--- config.mk ---
export PLATFORM = sky130hd
export DESIGN_NAME = memory_partition_erase_lock
export DESIGN_NICKNAME = d
export VERILOG_FILES = /design/src/mem_part_pkg.sv /design/src/memory_partition_erase_lock.sv
export SDC_FILE = /design/constraint.sdc
export NUM_CORES = 1
export LEC_CHECK = 0
export BUFFER_PORTS_ARGS = -buffer_cell sky130_fd_sc_hd__clkbuf_2
export CAP_MARGIN = 20
export CORE_MARGIN = 3
export CORE_UTILIZATION = 25
export DETAILED_ROUTE_END_ITERATION = 16
export GPL_TIMING_DRIVEN = 0
export HOLD_SLACK_MARGIN = 0.03
export PLACE_DENSITY = 0.64
export SETUP_SLACK_MARGIN = 0.5
export SLEW_MARGIN = 15
export SYNTH_ARGS = -nofsm -noshare
export SYNTH_HDL_FRONTEND = slang
export SYNTH_SLANG_ARGS = --single-unit
export TNS_END_PERCENT = 10
--- constraint.sdc ---
create_clock -name clk -period 2 [get_ports clk]
set_input_delay 0.4 -clock clk [delete_from_list [all_inputs] [get_ports clk]]
set_output_delay 0.4 -clock clk [all_outputs]
set_load 0.03 [all_outputs]
--- src/mem_part_pkg.sv ---
// Purpose: constants and carriers for the memory partition and erase lock
// Assumes: 13-bit program flash space, 12-bit data space, byte data
// Notes:   all region bounds live here; the design names them only
// Overview of operation
// - User erase inside firmware region refused
// - Debug mass and page erase spare firmware
// - Low 2KB flash open to user code
// - Two application RAM ranges, 256 bytes total
// - Top data page decodes to control registers
// - Gap above RAM holds no storage
// - Engine and application share one RAM window
// - Advanced configuration in window's lower sixteen
// - Low reset pin puts device in reset
// - Device pulls reset pin low in reset
// - Clock from oscillator pin or clock pin
package mem_part_pkg;
   // Program flash bounds
   localparam logic [12:0] USER_LO     = 13'h0000;
   localparam logic [12:0] USER_HI     = 13'h07FF;
   localparam logic [12:0] FW_LO       = 13'h0800;
   localparam logic [12:0] FW_HI       = 13'h1FFF;
   // Data space bounds
   localparam logic [11:0] APP0_HI     = 12'h07F;
   localparam logic [11:0] ENG0_LO     = 12'h080;
   localparam logic [11:0] WIN_LO      = 12'h0F0;
   localparam logic [11:0] ADV_HI      = 12'h0FF;
   localparam logic [11:0] WIN_HI      = 12'h10F;
   localparam logic [11:0] APP1_LO     = 12'h110;
   localparam logic [11:0] APP1_HI     = 12'h18F;
   localparam logic [11:0] ENG1_LO     = 12'h190;
   localparam logic [11:0] RAM_HI      = 12'h3FF;
   localparam logic [11:0] GAP_LO      = 12'h400;
   localparam logic [11:0] GAP_HI      = 12'hEFF;
   localparam logic [11:0] CREG_LO     = 12'hF00;
   // Fixed read value of empty space
   localparam logic [7:0]  EMPTY_DATA  = 8'hFF;
   // Reset pin held low this many cycles after the cause goes away
   localparam int unsigned RST_HOLD    = 4;

   // Data region classes
   typedef enum logic [2:0] {
      REG_APP, REG_ENGINE, REG_ADV, REG_SHARED, REG_CTRL, REG_EMPTY
   } region_e;
   // Erase kinds
   typedef enum logic [1:0] {
      ER_PAGE, ER_MASS
   } erase_kind_e;
   // Erase request carrier
   typedef struct packed {
      logic        valid;
      logic        from_debug;
      erase_kind_e kind;
      logic [12:0] addr;
   } erase_req_s;
   // Erase answer carrier
   typedef struct packed {
      logic        done;
      logic        refused;
      logic        clear_user;
      logic [12:0] page_addr;
   } erase_rsp_s;
endpackage

--- src/memory_partition_erase_lock.sv ---
// Purpose: erase lock, data address decode, reset pin and clock select
// Assumes: flash array and RAM sit outside, driven by the strobes here
// Notes:   engine RAM protection is trusted to software, not enforced
`timescale 1ns/1ps
module memory_partition_erase_lock
   import mem_part_pkg::*;
(
   input  wire logic        clk,           // System clock
   input  wire logic        resetn,        // Internal reset, active low
   input  wire erase_req_s  erase_req,     // Erase request from core/debug
   output erase_rsp_s       erase_rsp,     // Erase answer
   input  wire logic        d_en,          // Data access strobe
   input  wire logic        d_we,          // Data write
   input  wire logic [11:0] d_addr,        // Data address
   input  wire logic [7:0]  d_wdata,       // Write data
   output logic [7:0]       d_rdata,       // Read data
   output logic             d_ready,       // Access done pulse
   output region_e          d_region,      // Region of current access
   output logic             ram_we,        // RAM write strobe
   output logic             ram_en,        // RAM select
   output logic             creg_en,       // Control register select
   input  wire logic [7:0]  ram_rdata,     // RAM read data
   input  wire logic [7:0]  creg_rdata,    // Control register read data
   input  wire logic        rst_pin_in,    // Reset pin level
   output logic             rst_pin_out,   // Reset pin drive value
   output logic             rst_pin_oe,    // Reset pin drive enable
   output logic             dev_reset_req, // Device reset request
   input  wire logic        osc_input_pin, // Oscillator/RC/driver input
   input  wire logic        ext_clock_pin, // TTL clock input
   input  wire logic        clk_sel,       // 1 selects the clock pin
   output logic             sys_clk_src    // Chosen clock source
);
   logic       rpin_s1_r;    // First sync stage
   logic       rpin_s2_r;    // Second sync stage
   logic [2:0] hold_r;       // Reset pin stretch counter
   logic [2:0] hold_nxt;
   region_e    reg_cls;      // Decoded region
   logic       in_fw;        // Erase address inside firmware

   // Reset pin sampled through two flops before use
   always_ff @(posedge clk) begin
      rpin_s1_r <= rst_pin_in;
      rpin_s2_r <= rpin_s1_r;
   end

   assign dev_reset_req = !rpin_s2_r;

   // Limitation: the pin reads back our own pull as a low level, so
   // whatever turns dev_reset_req into resetn must mask it while oe is high
   // Stretch so the pin stays low a little after internal reset ends
   always_comb begin
      if (!resetn || !rpin_s2_r) begin
         hold_nxt = 3'(RST_HOLD);
      end else if (hold_r != 3'h0) begin
         hold_nxt = hold_r - 3'h1;
      end else begin
         hold_nxt = 3'h0;
      end
   end

   // Stretch counter; no reset branch, the comb side reloads it in reset
   always_ff @(posedge clk) begin
      hold_r <= hold_nxt;
   end

   always_comb begin
      rst_pin_out = 1'b0;
      rst_pin_oe  = !resetn || (hold_r != 3'h0);
   end

   always_comb begin
      sys_clk_src = clk_sel ? ext_clock_pin : osc_input_pin;
   end

   // Firmware region test; upper bound is the top of flash
   assign in_fw = (erase_req.addr >= FW_LO) && (erase_req.addr <= FW_HI);

   // Erase answer, one cycle after the request
   always_ff @(posedge clk) begin
      if (!resetn) begin
         erase_rsp <= '0;
      end else begin
         erase_rsp <= '0;
         if (erase_req.valid) begin
            erase_rsp.done <= 1'b1;
            case (erase_req.kind)
               ER_MASS: begin
                  erase_rsp.clear_user <= 1'b1;
                  erase_rsp.page_addr  <= USER_LO;
               end
               ER_PAGE: begin
                  erase_rsp.refused   <= in_fw;
                  erase_rsp.page_addr <= erase_req.addr;
               end
               default: erase_rsp.refused <= 1'b1;
            endcase
         end
      end
   end

   // Data address decode
   always_comb begin
      if (d_addr <= APP0_HI) begin
         reg_cls = REG_APP;                 // low app range
      end else if (d_addr < WIN_LO) begin
         reg_cls = REG_ENGINE;              // engine private
      end else if (d_addr <= ADV_HI) begin
         reg_cls = REG_ADV;                 // advanced window
      end else if (d_addr <= WIN_HI) begin
         reg_cls = REG_SHARED;              // shared window
      end else if (d_addr <= APP1_HI) begin
         reg_cls = REG_APP;                 // second app range
      end else if (d_addr <= RAM_HI) begin
         reg_cls = REG_ENGINE;              // engine private
      end else if (d_addr < CREG_LO) begin
         reg_cls = REG_EMPTY;               // unbacked gap
      end else begin
         reg_cls = REG_CTRL;                // control page
      end
   end

   // no strobe reaches storage in gap
   always_comb begin
      ram_en  = d_en && (reg_cls != REG_EMPTY) && (reg_cls != REG_CTRL);
      ram_we  = ram_en && d_we;
      creg_en = d_en && (reg_cls == REG_CTRL);
   end

   always_ff @(posedge clk) begin
      if (!resetn) begin
         d_rdata  <= 8'h00;
         d_ready  <= 1'b0;
         d_region <= REG_APP;
      end else begin
         d_ready  <= d_en;
         d_region <= reg_cls;
         if (d_en && !d_we) begin
            case (reg_cls)
               REG_EMPTY: d_rdata <= EMPTY_DATA;
               REG_CTRL:  d_rdata <= creg_rdata;
               default:   d_rdata <= ram_rdata;
            endcase
         end
      end
   end
endmodule // memory_partition_erase_lock

* Word-level counts from Yosys, hierarchy flattened
Cells that the tools add are included.
Storage, ports and cells: bits in registers 33, logic and storage cells 57
Cells by class: $add $sub $neg 1, magnitude comparators 9, eq/ne operators 5, mux-type cells 14, bitwise logic cells 1, reductions and logical operators 16
Operators with widths (count):
- 12-bit by 9-bit <= comparator with 1-bit output, second input constant | 2
- 3-bit two-way mux | 7
- 16-bit two-way mux | 1
- 8-bit case mux with 2 select lines | 1
- 13-bit by 12-bit >= comparator with 1-bit output, second input constant | 1
- 13-bit <= comparator, second input constant | 1
- 13-bit two-way mux | 1
- 12-bit by 10-bit <= comparator with 1-bit output, second input constant | 1
- 12-bit by 7-bit <= comparator with 1-bit output, second input constant | 1
- 12-bit by 8-bit <= comparator with 1-bit output, second input constant | 1
- 12-bit < comparator, second input constant | 1
- 12-bit by 8-bit < comparator with 1-bit output, second input constant | 1
- 3-bit == test, second input constant | 2
- 1-bit logical AND | 6
- 3-bit != test, second input constant | 2
- 1-bit zero test | 3
- 1-bit two-way mux | 3
- 3-bit AND reduction | 1
- 3-bit nonzero test | 1
- 3-bit by 1-bit subtractor with 3-bit output, second input constant | 1
- 2-bit by 1-bit == test with 1-bit output, second input constant | 1
- 2-bit zero test | 1
- 1-bit logical OR | 2
- 1-bit case mux with 2 select lines | 1
- 3 further kinds | 3

* Depth between registers and ports, before layout
depth after elaboration 12, depth in mapped cells 5

* Least setup slack after synthesis
Ideal clock, no wire load.
kind input to output, start input port d_addr[10], end output port ram_we, arrival time 1687 ps, required time 1600 ps, path slack -87 ps, cell stages on the path 4, buffers on the path 1, path through or2_2 > clkbuf_1 > nor2_1 > and2_1
On the way: cells in the longest elaborated chain, start to end 12
Ends and longest elaborated chain:
- from (decl) | line memory_partition_erase_lock.sv:14 | input wire logic [11:0] d_addr,
- 12-bit < comparator | line memory_partition_erase_lock.sv:115 | end else if (d_addr < CREG_LO) begin
- 1-bit two-way mux | line memory_partition_erase_lock.sv:115
- 3-bit two-way mux | line memory_partition_erase_lock.sv:113 | end else if (d_addr <= RAM_HI) begin
- 3-bit two-way mux | line memory_partition_erase_lock.sv:111 | end else if (d_addr <= APP1_HI) begin
- 3-bit two-way mux | line memory_partition_erase_lock.sv:109 | end else if (d_addr <= WIN_HI) begin
- 3-bit two-way mux | line memory_partition_erase_lock.sv:107 | end else if (d_addr <= ADV_HI) begin
- 3-bit two-way mux | line memory_partition_erase_lock.sv:105 | end else if (d_addr < WIN_LO) begin
- 3-bit two-way mux * | line memory_partition_erase_lock.sv:103 | if (d_addr <= APP0_HI) begin
- 3-bit != test | line memory_partition_erase_lock.sv:124 | ram_en = d_en && (reg_cls != REG_EMPTY) && (reg_cls != REG_CTRL);
- 1-bit logical AND | line memory_partition_erase_lock.sv:124
- 1-bit logical AND * | line memory_partition_erase_lock.sv:124
- named net ram_en | line memory_partition_erase_lock.sv:20 | output logic ram_en,
- 1-bit logical AND * | line memory_partition_erase_lock.sv:125 | ram_we = ram_en && d_we;
- to (decl) | line memory_partition_erase_lock.sv:19 | output logic ram_we,
Mark *: on every way through the listed nets, which the timed path passes. The rest lies on a longest branch.

* Final worst setup path
start register hold_r[0], end output port rst_pin_oe
On the way: cells in the longest elaborated chain, start to end 2
Ends and longest elaborated chain:
- from (decl) | line memory_partition_erase_lock.sv:35 | logic [2:0] hold_r;
- from (signal assigned) | line memory_partition_erase_lock.sv:63 | hold_r <= hold_nxt;
- 3-bit nonzero test | line memory_partition_erase_lock.sv:68 | rst_pin_oe = !resetn || (hold_r != 3'h0);
- 1-bit logical OR | line memory_partition_erase_lock.sv:68
- to (decl) | line memory_partition_erase_lock.sv:26 | output logic rst_pin_oe,
Every way passes these cells.

==> run summary <==
The run finished with clean final reports. The number of unique standard cell types used by synthesis is 25. The mean routed wirelength per cell is 11.53 um. The clock group share of total power came out at 40.6%. The post-detailed-route via-to-cell ratio is 4.271. The weighted congestion at the end of routability-driven global placement is 0.6829.

Summing all multi-input logic gate instances after layout gives 475.5 um2. The maximum number of pins on one net before global-route repair is 11. The pre-CTS setup slack came out at 0.2659 ns. The number of failing hold endpoints at the final stage came to 0. The share of the cycle needed by the critical path after routing came out at 79.65%. The peak supply drop is 0.3833 mV. For this design the total switching power over the nets is 372.3 uW. On the final layout, the worst hold slack is 0.2243 ns.

The global-route wire length before repair came out at 4.416 mm. The filler cells instantiated in the layout total 466. The number of synthesized register bits is 33.

For this design the ratio of total power to cell area is 831.5 nW/um2. The accumulated negative setup slack is 0 ns. Walking the worst path, the cells encountered are inv_1 > ha_4 > ha_4 > nand2_2 > buf_8. Along the worst path, the maximum fanout reaches 2.

The achievable clock frequency came out at 627.8 MHz. The detail route stage leaves a number of antenna-violating nets equal to 0. The fraction of power spent switching nets came out at 23.80%. The placed instances occupy a cell area of 1669 um2. The half-perimeter wire length after detailed placement came out at 2.347 mm.

The transition time at the pin with the least slew margin came out at 0.7400 ns. The count of synthesis-stage warnings from yosys came out at 0. The final net count is 277. In this run the mean area of a mapped cell was 9.761 um2. The detailed router finished its first iteration with 21 violations. The number of instances in the synthesized netlist is 121.

The floorplan step defined a die boundary enclosing 5585 um2. The total setup violations reported at the end of the flow came out at 0. Leaving out fill and tap cells, the most frequent cell in the layout is sky130_fd_sc_hd__clkbuf_2. The routed wire length is 3.066 mm. The worst setup path is launched from a register. The global-route congestion overflow total came out at 0. The setup slack after layout is 0.4071 ns.

The clock tree synthesis step divided the H-tree into 2 levels. The floorplan core area is 4444 um2. The hold-fix buffer count after cts came out at 0. The area growth from synthesis to layout is 59.32%. The standard-cell row count came out at 24. The total of max-cap violations came out at 0. The maximum buffer depth of the clock tree is 2. Summing the sequential cell areas from Yosys gives 55.93% of the chip area. The type of the most critical hold path is input port to register. Before antenna repair, the detailed router went through 4 iterations. In this run the horizontal extent of the chip is 74.74 um. The clock input transition at the sequential cells of the worst setup and hold paths is 0.06 ns. The normalized max-slew margin is 50.15%. The share of power burned in registers came out at 44.6%. The starting density of the core is 26.58%. The largest single stage delay on the critical path is 0.32 ns.

The sort of element at the end of the critical path is a primary output. The number of buffers inserted during clock tree synthesis is 5. The initial antenna violation count came out at 0. The number of inserted diodes is 0. The overall power after layout came out at 1.565 mW. The layout cell share with drive strength beyond 1 is 49.53%. The flip-flop and latch area came out at 661.9 um2. The arrival time of data at the critical path endpoint came out at 1.19 ns. The time the final worst path needs with I/O delays and setup is 1.593 ns. For the worst setup path, the data required time is 1.60 ns.

The count of input and output buffers is 80. The netlist area before placement came out at 1181 um2. The cell with the largest stage delay on the worst path is sky130_fd_sc_hd__dfxtp_2.

For this run, design rule violations remaining after detail routing come to 0. The I/O pin count is 96. The finished layout holds 266 standard cells, fillers aside. The tree built by TritonCTS fans out to 33 sinks.

Cell internal power was estimated by the tool at 1.192 mW. The most common cell type on the critical path is sky130_fd_sc_hd__ha_4. Global routing consumed, over all layers together, 10.58% of the routing resources. The die extent in y is 74.74 um. After routing the design area is 1882 um2. Including well taps, the total number of placed cells is 253.

The cell type group with the largest total delay on the critical path is adder cells. The largest clock skew in the final design came out at 0.0004718 ns. The combinational share of power came out at 14.8%.

By startpoint and endpoint, the worst setup path is classified as register to primary output. The clock tree from TritonCTS is done. The analysis attributes to cell leakage a power of 0.9434 nW.

The top cell types in the final layout, fill and taps aside, are 78 x sky130_fd_sc_hd__clkbuf_2, 32 x sky130_fd_sc_hd__dfxtp_1, 16 x sky130_fd_sc_hd__inv_1. The final number of max-transition violations came out at 0. The root buffer cell chosen for the clock tree is sky130_fd_sc_hd__clkbuf_8.

Setup repair after global routing could not meet its margin everywhere. The routed layout has 1,136 vias. The final design utilization is 42.34%. The clock reaches the later pin of the worst-skew pair after 0.27 ns. The number of nets handed over by synthesis was 185.

The critical path buffer and inverter count came out at 2. The via count of the first global-routing pass is 1,069.
[worst reg2reg max path, cell delays in order (launching register included)]
cell                      delay [ns]
sky130_fd_sc_hd__dfxtp_2        0.32
sky130_fd_sc_hd__inv_1          0.09
sky130_fd_sc_hd__ha_4           0.16
sky130_fd_sc_hd__buf_4          0.10
sky130_fd_sc_hd__inv_1          0.03
sky130_fd_sc_hd__ha_1           0.16
sky130_fd_sc_hd__or2_2          0.28
[worst paths after layout]
kind / start / end / slack (ns) / cells after the start
max: hold_r[0] / rst_pin_oe / 0.41 / 5
min: rst_pin_in / rpin_s1_r / 0.22 / 1
max reg2reg: hold_r[0] / hold_r[2] / 0.74 / 6
min reg2reg: rpin_s1_r / rpin_s2_r / 0.33 / 0
[kinds of logic (layout without fill, tap and decap cells)]
logic type,Yosys count,count (layout),share of synthesized area [%]
other cells,1,1,0.3175
buf+inv,21,114,7.204
mux,1,1,0.9533
flops,33,33,55.93
compound gates,23,23,12.92
simple gates,39,39,19.49
fa+ha+maj,3,3,3.178
[cell type report]
class	instances	share of cell area (%)
well taps	52	3.457
inverters	16	3.191
plain buffers	5	1.928
clock inverters	1	1.596
multi-input cells	67	25.27
repair buffers	85	24.80
flip-flops and latches	33	35.17
clock buffers	7	4.588
[cells in the mapped netlist, drive strengths merged]
| cell type | n | share of area, % |
|---|---|---|
| inv | 16 | 5.1 |
| nor3 | 4 | 2.1 |
| ha | 3 | 3.2 |
| nand4 | 2 | 1.1 |
| clkbuf | 4 | 1.5 |
| o221ai | 8 | 5.9 |
| dfxtp | 33 | 56 |
| nand2 | 6 | 1.9 |
| and3 | 1 | 0.53 |
| o21ai | 10 | 4.2 |
| mux2 | 1 | 0.95 |
| buf | 1 | 0.64 |
| o21bai | 1 | 0.64 |
| conb | 1 | 0.32 |
| and2 | 16 | 8.5 |
| nor2b | 1 | 0.53 |
| and3b | 1 | 0.74 |
| o311a | 1 | 0.85 |
| or4b | 1 | 0.85 |
| nor2 | 3 | 0.95 |
| or2 | 2 | 1.1 |
| nor3b | 2 | 1.3 |
| a21oi | 3 | 1.3 |
[layer usage]
metal | vias up | global-route usage (%) | wire, um
li1 | 585 | - | -
met1 | 500 | 10.54 | 1213
met2 | 49 | 18.63 | 1571
met3 | 2 | 5.073 | 265
met4 | 0 | 4.743 | 17
met5 | - | 0 | 0
[flip-flops by register name, indices dropped and copies added (netlist names)]
name and flops:
rpin_s1_r 1, rpin_s2_r 1, hold_r 3, d_region 3, erase_rsp 16, d_rdata 8, d_ready 1
[power groups by stage]
stage                     logic [mW]  registers, mW  clock network [mW]
after CTS                      0.210          0.698               0.661
final                          0.231          0.698               0.636
after global routing           0.250          0.701               0.698
after floorplan               0.0717          0.757                   0
after detailed placement       0.207          0.713                   0
after global placement         0.204          0.712                   0
[repair_timing]
| action | CTS | global route |
|---|---|---|
| setup buffers | 1 | 4 |
| pin swaps | 1 | 5 |
| endpoints found under the setup margin | 4 | 3 |
| gates resized for setup | 3 | 14 |
Note: power is estimated with default switching activity, not from simulation.
